===== src/tio_pkg.sv =====
// Constants and layouts for the timer I/O and mode configuration block
// What this block does
// - Filter select 00 bypass, else sample phi,/8,/32
// - Edge bit 0 falling, 1 rising trigger
// - Trigger enable bit gates pin start trigger
// - Trigger settings act only in one-shot modes
// - Output switch bit 1 suppresses waveform output
// - Waveform mode level bit inverts all levels
// - One-shot mode level bit selects pulse polarity
// - Wait one-shot level bit sets pulse/wait polarity
// - Gate bit 1 blocks the count source
// - Source field picks phi divisions or underflow
// - Write control 0 loads counter, 1 reload only while counting
// - Mode field selects one of four modes
// - Reserved bits read zero, written zero
// - Counting status reads 1 while counting
// - Running prescaler write with write control 0 loads on source tick
package tio_pkg;
  // ****************************************************
  // Register indices and byte addresses
  // ****************************************************
  localparam logic [31:0] IDX_PIN_IO   = 32'h00FFFFA2;
  localparam logic [31:0] IDX_MODE     = 32'h00FFFFA3;
  localparam logic [31:0] IDX_PRESC    = 32'h00FFFFA4;
  localparam logic [31:0] IDX_STATUS   = 32'h00FFFFA8;
  localparam logic [31:0] ADDR_PIN_IO  = IDX_PIN_IO << 2;
  localparam logic [31:0] ADDR_MODE    = IDX_MODE << 2;
  localparam logic [31:0] ADDR_PRESC   = IDX_PRESC << 2;
  localparam logic [31:0] ADDR_STATUS  = IDX_STATUS << 2;
  // ****************************************************
  // Field positions, masks and reset values
  // ****************************************************
  localparam int          FILT_LSB     = 4;
  localparam int          EDGE_BIT     = 3;
  localparam int          TRIGEN_BIT   = 2;
  localparam int          OUTDIS_BIT   = 1;
  localparam int          LEVEL_BIT    = 0;
  localparam int          GATE_BIT     = 7;
  localparam int          SRC_LSB      = 4;
  localparam int          WRC_BIT      = 3;
  localparam int          MODE_LSB     = 0;
  localparam logic [7:0]  PIN_IO_MASK  = 8'h3F;
  localparam logic [7:0]  MODE_MASK    = 8'hFB;
  localparam logic [7:0]  PIN_IO_RST   = 8'h00;
  localparam logic [7:0]  MODE_RST     = 8'h00;
  localparam logic [7:0]  PRESC_RST    = 8'hFF;
  // ****************************************************
  // Field encodings
  // ****************************************************
  localparam logic [1:0]  MODE_TIMER   = 2'h0;
  localparam logic [1:0]  MODE_WAVE    = 2'h1;
  localparam logic [1:0]  MODE_ONESHOT = 2'h2;
  localparam logic [1:0]  MODE_WAIT    = 2'h3;
  localparam logic [1:0]  FILT_OFF     = 2'h0;
  localparam logic [1:0]  FILT_PHI     = 2'h1;
  localparam logic [1:0]  FILT_DIV8    = 2'h2;
  localparam logic [1:0]  FILT_DIV32   = 2'h3;
  localparam logic [2:0]  SRC_PHI      = 3'h0;
  localparam logic [2:0]  SRC_DIV8     = 3'h1;
  localparam logic [2:0]  SRC_UNDER    = 3'h2;
  localparam logic [2:0]  SRC_DIV2     = 3'h3;
  localparam logic [2:0]  SRC_DIV4     = 3'h4;
  localparam logic [2:0]  SRC_DIV32    = 3'h5;
  localparam logic [2:0]  SRC_DIV64    = 3'h6;
  localparam logic [2:0]  SRC_DIV128   = 3'h7;
  localparam logic [1:0]  RESP_OKAY    = 2'h0;
  localparam logic [1:0]  RESP_SLVERR  = 2'h2;
  // ****************************************************
  // Divider ticks and filter depth
  // ****************************************************
  localparam int          DIV_W        = 7;
  localparam int          TICK_N       = 8;
  localparam int          TICK_PHI     = 0;
  localparam int          TICK_DIV2    = 1;
  localparam int          TICK_DIV4    = 2;
  localparam int          TICK_DIV8    = 3;
  localparam int          TICK_DIV32   = 5;
  localparam int          TICK_DIV64   = 6;
  localparam int          TICK_DIV128  = 7;
  localparam logic [1:0]  FILT_MATCH   = 2'h2;
endpackage


===== src/tio_tick_if.sv =====
// Divided-clock tick enables shared between divider and consumers
`timescale 1ns/1ps
interface tio_tick_if;
  logic [tio_pkg::TICK_N-1:0] tick;
  modport src (output tick);
  modport snk (input tick);
endinterface


===== src/tio_prescale_div.sv =====
// Free-running divider producing phi/2^k one-cycle tick enables
`timescale 1ns/1ps
module tio_prescale_div
(
  input  wire logic clk,        // System clock phi
  input  wire logic sys_rst,    // Synchronous reset, high
  tio_tick_if.src   ticks       // Tick enables out
);
  typedef struct packed
  {
    logic [tio_pkg::DIV_W-1:0] cnt;
  } tio_div_t;

  tio_div_t q;
  tio_div_t d;

  always_comb
  begin
    d = q;
    d.cnt = q.cnt + 7'h01;
  end

  always_ff @(posedge clk)
  begin
    if (sys_rst)
      q <= '0;
    else
      q <= d;
  end

  assign ticks.tick[0] = 1'b1;
  for (genvar k = 1; k < tio_pkg::TICK_N; k++)
  begin : g_tick
    assign ticks.tick[k] = &q.cnt[k-1:0];
  end
endmodule


===== src/tio_timer_cfg.sv =====
// Timer I/O and mode configuration registers with AXI4-Lite slave
//
// Our own choice: register access over AXI4-Lite.
`timescale 1ns/1ps
module tio_timer_cfg
(
  input  wire logic        clk,             // System clock phi, 250 MHz
  input  wire logic        sys_rst,         // Synchronous reset, high
  input  wire logic [31:0] s_axi_awaddr,    // Write address
  input  wire logic        s_axi_awvalid,   // Write address valid
  output logic             s_axi_awready,   // Write address ready
  input  wire logic [31:0] s_axi_wdata,     // Write data
  input  wire logic [3:0]  s_axi_wstrb,     // Write byte strobes
  input  wire logic        s_axi_wvalid,    // Write data valid
  output logic             s_axi_wready,    // Write data ready
  output logic [1:0]       s_axi_bresp,     // Write response
  output logic             s_axi_bvalid,    // Write response valid
  input  wire logic        s_axi_bready,    // Write response ready
  input  wire logic [31:0] s_axi_araddr,    // Read address
  input  wire logic        s_axi_arvalid,   // Read address valid
  output logic             s_axi_arready,   // Read address ready
  output logic [31:0]      s_axi_rdata,     // Read data
  output logic [1:0]       s_axi_rresp,     // Read response
  output logic             s_axi_rvalid,    // Read data valid
  input  wire logic        s_axi_rready,    // Read data ready
  input  wire logic        extTriggerPin,   // External trigger pin
  input  wire logic        raUnderflow,     // Other timer underflow pulse
  input  wire logic        countingStatus,  // Counter is counting
  input  wire logic        inPrimary,       // Counter in primary period
  input  wire logic        pulseOn,         // One-shot pulse phase
  output logic [1:0]       opModeSel,       // Operating mode
  output logic             reloadWriteCtrl, // Reload-only write control
  output logic             countSrcTick,    // Gated count source tick
  output logic [7:0]       prescReloadVal,  // Prescaler reload value
  output logic             prescCntLoad,    // Load prescaler counter pulse
  output logic             trigFire,        // One-shot start pulse
  output logic             waveOutPin,      // Waveform output level
  output logic             waveOutPinEn     // Waveform output enable
);
  // ****************************************************
  // State
  // ****************************************************
  typedef struct packed
  {
    logic        awFree;
    logic [31:0] awAddr;
    logic        wFree;
    logic [7:0]  wData;
    logic        wLane0;
    logic        bValid;
    logic [1:0]  bResp;
    logic        arFree;
    logic        rValid;
    logic [31:0] rData;
    logic [1:0]  rResp;
    logic [7:0]  pinIo;
    logic [7:0]  modeCtl;
    logic [7:0]  prescReload;
    logic        loadPend;
    logic        prescLoad;
    logic        srcTick;
    logic        trigPrev;
    logic        trigFire;
    logic        waveOut;
    logic        waveEn;
  } tio_state_t;

  tio_state_t q;
  tio_state_t d;
  logic       wrPresc;
  logic       trigLevel;
  logic       filtBypass;
  logic       filtSample;
  logic       srcSel;
  logic       edgeHit;
  logic       waveBase;
  logic [1:0] modeNow;

  tio_tick_if ticks ();

  // ****************************************************
  // Divider and trigger filter
  // ****************************************************
  tio_prescale_div u_div
  (
    .clk     (clk),
    .sys_rst (sys_rst),
    .ticks   (ticks)
  );

  tio_trig_filter u_filt
  (
    .clk      (clk),
    .sys_rst  (sys_rst),
    .pinRaw   (extTriggerPin),
    .bypass   (filtBypass),
    .sampleEn (filtSample),
    .level    (trigLevel)
  );

  // ****************************************************
  // Next state
  // ****************************************************
  always_comb
  begin
    d = q;
    wrPresc = 1'b0;
    d.prescLoad = 1'b0;
    modeNow = q.modeCtl[tio_pkg::MODE_LSB +: 2];
    // Write address and data taken in either order
    if (s_axi_awvalid && q.awFree)
    begin
      d.awAddr = s_axi_awaddr;
      d.awFree = 1'b0;
    end
    if (s_axi_wvalid && q.wFree)
    begin
      d.wData = s_axi_wdata[7:0];
      d.wLane0 = s_axi_wstrb[0];
      d.wFree = 1'b0;
    end
    if (q.bValid && s_axi_bready)
      d.bValid = 1'b0;
    if (!q.awFree && !q.wFree && !q.bValid)
    begin
      d.awFree = 1'b1;
      d.wFree = 1'b1;
      d.bValid = 1'b1;
      d.bResp = tio_pkg::RESP_OKAY;
      if (q.awAddr == tio_pkg::ADDR_PIN_IO)
      begin
        if (q.wLane0)
          d.pinIo = q.wData & tio_pkg::PIN_IO_MASK;
      end
      else if (q.awAddr == tio_pkg::ADDR_MODE)
      begin
        if (q.wLane0)
          d.modeCtl = q.wData & tio_pkg::MODE_MASK;
      end
      else if (q.awAddr == tio_pkg::ADDR_PRESC)
        wrPresc = q.wLane0;
      else if (q.awAddr != tio_pkg::ADDR_STATUS)
        d.bResp = tio_pkg::RESP_SLVERR;
    end
    // Prescaler reload and counter load timing
    if (wrPresc)
    begin
      d.prescReload = q.wData;
      if (!countingStatus)
      begin
        d.prescLoad = 1'b1;
        d.loadPend = 1'b0;
      end
      else if (!q.modeCtl[tio_pkg::WRC_BIT])
        d.loadPend = 1'b1;
    end
    else if (q.loadPend && q.srcTick)
    begin
      d.prescLoad = 1'b1;
      d.loadPend = 1'b0;
    end
    // Read channel
    if (q.rValid && s_axi_rready)
    begin
      d.rValid = 1'b0;
      d.arFree = 1'b1;
    end
    if (s_axi_arvalid && q.arFree)
    begin
      d.arFree = 1'b0;
      d.rValid = 1'b1;
      d.rResp = tio_pkg::RESP_OKAY;
      d.rData = 32'h00000000;
      if (s_axi_araddr == tio_pkg::ADDR_PIN_IO)
        d.rData[7:0] = q.pinIo & tio_pkg::PIN_IO_MASK;
      else if (s_axi_araddr == tio_pkg::ADDR_MODE)
        d.rData[7:0] = q.modeCtl & tio_pkg::MODE_MASK;
      else if (s_axi_araddr == tio_pkg::ADDR_PRESC)
        d.rData[7:0] = q.prescReload;
      else if (s_axi_araddr == tio_pkg::ADDR_STATUS)
        d.rData[1:0] = {q.loadPend, countingStatus};
      else
        d.rResp = tio_pkg::RESP_SLVERR;
    end
    // Count source selection and cutoff
    case (q.modeCtl[tio_pkg::SRC_LSB +: 3])
      tio_pkg::SRC_PHI:    srcSel = ticks.tick[tio_pkg::TICK_PHI];
      tio_pkg::SRC_DIV8:   srcSel = ticks.tick[tio_pkg::TICK_DIV8];
      tio_pkg::SRC_UNDER:  srcSel = raUnderflow;
      tio_pkg::SRC_DIV2:   srcSel = ticks.tick[tio_pkg::TICK_DIV2];
      tio_pkg::SRC_DIV4:   srcSel = ticks.tick[tio_pkg::TICK_DIV4];
      tio_pkg::SRC_DIV32:  srcSel = ticks.tick[tio_pkg::TICK_DIV32];
      tio_pkg::SRC_DIV64:  srcSel = ticks.tick[tio_pkg::TICK_DIV64];
      default:             srcSel = ticks.tick[tio_pkg::TICK_DIV128];
    endcase
    d.srcTick = srcSel && !q.modeCtl[tio_pkg::GATE_BIT];
    // Trigger edge detection
    d.trigPrev = trigLevel;
    if (q.pinIo[tio_pkg::EDGE_BIT])
      edgeHit = trigLevel && !q.trigPrev;
    else
      edgeHit = !trigLevel && q.trigPrev;
    d.trigFire = edgeHit && q.pinIo[tio_pkg::TRIGEN_BIT]
                 && (modeNow == tio_pkg::MODE_ONESHOT || modeNow == tio_pkg::MODE_WAIT);
    // Waveform output level
    case (modeNow)
      tio_pkg::MODE_WAVE:    waveBase = countingStatus && inPrimary;
      tio_pkg::MODE_ONESHOT: waveBase = pulseOn;
      tio_pkg::MODE_WAIT:    waveBase = pulseOn;
      default:               waveBase = 1'b0;
    endcase
    if (q.pinIo[tio_pkg::OUTDIS_BIT])
    begin
      d.waveOut = 1'b0;
      d.waveEn = 1'b0;
    end
    else
    begin
      d.waveOut = waveBase ^ q.pinIo[tio_pkg::LEVEL_BIT];
      d.waveEn = 1'b1;
    end
  end

  // ****************************************************
  // Filter control
  // ****************************************************
  always_comb
  begin
    filtBypass = q.pinIo[tio_pkg::FILT_LSB +: 2] == tio_pkg::FILT_OFF;
    case (q.pinIo[tio_pkg::FILT_LSB +: 2])
      tio_pkg::FILT_PHI:   filtSample = ticks.tick[tio_pkg::TICK_PHI];
      tio_pkg::FILT_DIV8:  filtSample = ticks.tick[tio_pkg::TICK_DIV8];
      tio_pkg::FILT_DIV32: filtSample = ticks.tick[tio_pkg::TICK_DIV32];
      default:             filtSample = 1'b0;
    endcase
  end

  // ****************************************************
  // Registers
  // ****************************************************
  always_ff @(posedge clk)
  begin
    if (sys_rst)
    begin
      q <= '0;
      q.awFree <= 1'b1;
      q.wFree <= 1'b1;
      q.arFree <= 1'b1;
      q.pinIo <= tio_pkg::PIN_IO_RST;
      q.modeCtl <= tio_pkg::MODE_RST;
      q.prescReload <= tio_pkg::PRESC_RST;
    end
    else
      q <= d;
  end

  assign s_axi_awready   = q.awFree;
  assign s_axi_wready    = q.wFree;
  assign s_axi_bresp     = q.bResp;
  assign s_axi_bvalid    = q.bValid;
  assign s_axi_arready   = q.arFree;
  assign s_axi_rdata     = q.rData;
  assign s_axi_rresp     = q.rResp;
  assign s_axi_rvalid    = q.rValid;
  assign opModeSel       = q.modeCtl[tio_pkg::MODE_LSB +: 2];
  assign reloadWriteCtrl = q.modeCtl[tio_pkg::WRC_BIT];
  assign countSrcTick    = q.srcTick;
  assign prescReloadVal  = q.prescReload;
  assign prescCntLoad    = q.prescLoad;
  assign trigFire        = q.trigFire;
  assign waveOutPin      = q.waveOut;
  assign waveOutPinEn    = q.waveEn;
endmodule


===== src/tio_trig_filter.sv =====
// Trigger pin synchroniser and sampled noise filter
`timescale 1ns/1ps
module tio_trig_filter
(
  input  wire logic clk,        // System clock phi
  input  wire logic sys_rst,    // Synchronous reset, high
  input  wire logic pinRaw,     // Asynchronous trigger pin
  input  wire logic bypass,     // No filtering
  input  wire logic sampleEn,   // Filter sampling tick
  output logic      level       // Cleaned trigger level
);
  typedef struct packed
  {
    logic       s1;
    logic       s2;
    logic       last;
    logic [1:0] cnt;
    logic       out;
  } tio_filt_t;

  tio_filt_t q;
  tio_filt_t d;

  always_comb
  begin
    d = q;
    d.s1 = pinRaw;
    d.s2 = q.s1;
    if (bypass)
    begin
      d.out = q.s2;
      d.last = q.s2;
      d.cnt = 2'h0;
    end
    else if (sampleEn)
    begin
      if (q.s2 != q.last)
      begin
        d.last = q.s2;
        d.cnt = 2'h0;
      end
      else if (q.cnt == tio_pkg::FILT_MATCH)
        d.out = q.s2;
      else
        d.cnt = q.cnt + 2'h1;
    end
  end

  always_ff @(posedge clk)
  begin
    if (sys_rst)
      q <= '0;
    else
      q <= d;
  end

  assign level = q.out;
endmodule

===== config.mk =====
export PLATFORM = sky130hd
export DESIGN_NAME = tio_timer_cfg
export DESIGN_NICKNAME = d
export VERILOG_FILES = /design/src/tio_pkg.sv /design/src/tio_tick_if.sv /design/src/tio_prescale_div.sv /design/src/tio_timer_cfg.sv /design/src/tio_trig_filter.sv
export SDC_FILE = /design/constraint.sdc
export NUM_CORES = 1
export LEC_CHECK = 0
export BUFFER_PORTS_ARGS = -buffer_cell sky130_fd_sc_hd__buf_2
export CAP_MARGIN = 20
export CORE_MARGIN = 5
export CORE_UTILIZATION = 34
export DETAILED_ROUTE_END_ITERATION = 7
export MAX_ROUTING_LAYER = met4
export SLEW_MARGIN = 10
export SYNTH_ARGS = -nofsm -noshare
export SYNTH_HDL_FRONTEND = slang
export SYNTH_SLANG_ARGS = --single-unit

===== constraint.sdc =====
create_clock -name clk -period 3 [get_ports clk]
set_clock_uncertainty 0.15 [all_clocks]
set_input_delay 0.6 -clock clk [delete_from_list [all_inputs] [get_ports clk]]
set_output_delay 0.6 -clock clk [all_outputs]
set_load 0.01 [all_outputs]

==> results.py <==
metrics = {
    "pwr": {
        "clock_power_share_pct": 42.1,
        "vdd_drop_max_uv": 237.6,
        "power.share.sequential_pct": 49.8,
        "share_comb_of_total_power_pct": 8.1,
        "p_int_mw": 2.119,
        "p_total_mw": 2.755,
        "swShare_pct": 23.09,
        "p_sw_uw": 636.1,
        "powerDensity_nw_per_um2": 538.6,
        "leakagePower_nw": 2.250,
    },
    "finish": {
        "seqCellArea_um2": 1942,
        "area_growth_pct": 18.05,
        "diodes": 0,
        "drive_gt1_share_pct": 24.58,
        "multi_input_area_um2": 1996,
        "num-nets-final": 701,
        "fillers": 1262,
    },
    "floorplan": {
        "io_pins": 169,
        "core-area_um2": 12570,
        "start_util_pct": 34.47,
        "dieHeight_um": 122.9,
        "rows": 41,
        "die_area_um2": 15100,
        "fp.dieW_um": 122.9,
    },
    "cts": {
        "numCtsBuffers": 9,
        "clock_latency_ps": 330,
        "cts_setup_buffers": 0,
        "cts_root_buffer": "clkbuf_16",
        "clockBufferDepth": 2,
        "cts_resized": 0,
        "cts_htree_levels": 3,
        "cts_sinks": 97,
        "cts_hold_buf": 0,
        "clk_pin_slew_ps": 70,
        "cts_tree": "yes",
    },
    "timing": {
        "setup_violations": 0,
        "hold_violations": 0,
        "slew_headroom_pct": 56.75,
        "max_clock_freq_mhz": 438.3,
        "drv_slew": 0,
        "tightest_slew_ps": 648.8,
        "setup_tns_ps": 0,
        "min_period_ps": 2281,
        "post-route-period-util_pct": 76.05,
        "grt_setup_unrepaired": "no",
    },
    "logic_synthesis": {
        "synthTopCellsByArea": "dfxtp_1 45%, buf_4 8.0%, nand2_1 7.8%, a21oi_1 5.9%, mux2i_1 4.6%",
        "synth_seq_area_share_pct": 44.82,
        "ys_async_sr_fraction_pct": 0,
        "synth.most_common_cell": "dfxtp_1",
        "yosys-top-cells-count": "97 x dfxtp_1, 90 x nand2_1, 51 x a21oi_1, 46 x buf_4, 33 x nor2_1",
        "synth_edf_count": 0,
        "yosys_register_bits": 97,
        "synth_area_leader_cell": "dfxtp_1",
        "synth.distinct_cells": 54,
        "synth_top_area_share_pct": 44.82,
        "yosysWarnings": 0,
        "synthCells": 499,
        "syn_area_per_cell_um2": 8.683,
        "syn-cell-area_um2": 4333,
        "synthFlopType": "dfxtp_1",
    },
    "global_route": {
        "grt_pass1_wl_um": 15930,
        "grt_pass1_vias": 3332,
        "antenna_found_initial": 0,
        "grt_max_degree": 58,
        "grtUsageTotal_pct": 13.80,
        "grt_overflow_total": 0,
    },
    "route": {
        "wl_um": 10260,
        "viasPerCell": 4.686,
        "vias": 3571,
        "first_pass_iters": 4,
        "ant_nets": 0,
        "drt-initial-drc-count": 222,
        "wl_per_cell_um": 13.46,
        "drc_errors": 0,
    },
    "placement": {
        "gp_congestion": 0.8675,
        "dp_hpwl_um": 7882,
        "io_buffers": 115,
    },
    "setup_path": {
        "worstPathArrival_ps": 2400,
        "crit_path_start_kind": "flop",
        "critPathRequiredTime_ps": 3120,
        "worst-path-max-fanout": 19,
        "cp-end-kind": "flop",
        "path_class": "flop to flop",
    },
    "run": {
        "maxCapViolations": 0,
    },
    "hold_path": {
        "hp-class": "flop to flop",
    },
    "status": {
        "status": "finished clean",
    },
}
==> registers in the layout (all words and copies together) (netlist names), 2 cells and up <==
register and cells:
opModeSel 2, prescReloadVal 8, q 53, s_axi_rdata 8, u_div.q 7, u_filt.q 4
==> cells by family (layout without fill, tap and decap cells) <==
kind of cell,count (synthesis),after routing,share of synthesized area (%)
AO/OA/AOI/OAI,94,94,13.49
XOR/XNOR,7,7,1.415
adder cells (fa/ha/maj),4,4,1.155
buffers and inverters,78,144,11.29
flip-flops,97,97,44.82
multiplexers,22,22,5.227
other,1,26,0.08655
AND/OR/NAND/NOR,196,196,22.52
==> per-layer routing <==
| metal | global-route usage [%] | up-vias | share of wire (%) |
|---|---|---|---|
| met5 | - | - | 0 |
| met4 | 4.619 | 0 | 1.3 |
| met3 | 2.836 | 7 | 7.2 |
| met2 | 20.36 | 129 | 44 |
| met1 | 18.89 | 1616 | 48 |
| li1 | - | 1819 | - |
==> placed cells by master, fill, tap and decap left out, types with 2 or more instances in the layout <==
master       n
a21oi_1     51
buf_4        4
and2_1       2
nand3_1     14
a32o_1       5
o211ai_1     2
nor4b_1      4
nand2b_1     2
o21ai_0     12
clkbuf_16    9
clkbuf_8     2
conb_1      26
xor2_1       3
mux2i_1     20
inv_1        8
a211o_1      8
clkinv_2     3
dfxtp_1     97
nor2_1      33
ha_1         4
nand4b_1     4
nand2_1     90
nor4_1       2
buf_2      115
nor2b_1     17
a211oi_1     2
a22oi_1      2
xnor2_1      4
and4b_1      2
a22o_1       5
nor3_1       6
nand4_1      4
or3_1        2
and3_1       3
==> worst max-delay path: stages (launching register included) <==
cell     delay, ps
dfxtp_1        310
or4b_4         540
nor4_4         360
and3_1         220
buf_4          230
mux2_4         320
nor2_1          80
==> final timing paths <==
kind	endpoint	from	cells past startpoint	slack, ps
hold reg to reg	u_filt.q[4]	u_filt.d[4]	1	300
setup reg to reg	prescCntLoad	q[111]	6	720
hold / removal	u_filt.q[4]	u_filt.d[4]	1	300
setup / recovery	prescCntLoad	q[111]	6	720
==> area by class of cell <==
cell class	instances	area share, %
tap	172	4.207
multi-input combinational	349	39.02
sequential	97	37.96
clock buffer	11	4.941
timing repair buffer	120	12.23
clock inverter	5	1.052
inverter	8	0.5871
==> power by group through the flow <==
| stage | combinational [mW] | sequential [mW] | clock (mW) |
|---|---|---|---|
| after global placement | 0.219 | 1.40 | 0 |
| after CTS | 0.225 | 1.37 | 1.20 |
| after floorplan | 0.160 | 1.39 | 0 |
| final | 0.223 | 1.37 | 1.16 |
| after global routing | 0.253 | 1.38 | 1.25 |
| after detailed placement | 0.224 | 1.40 | 0 |
==> stage by stage <==
stage	worst slack (ps)	util (%)	std cells	cell area, um2	hold slack (ps)
2_1_floorplan	855.1	-	524	4427	263.8
6_report	718.5	40.70	762	5115	300.7
5_1_grt	555.8	40.70	762	5115	315.7
3_5_place_dp	506.9	38.26	746	4808	287.6
3_3_place_gp	541.3	38.26	746	4808	273.2
4_1_cts	701.3	40.70	762	5115	302.9
Note: power is estimated with default switching activity, not from simulation.
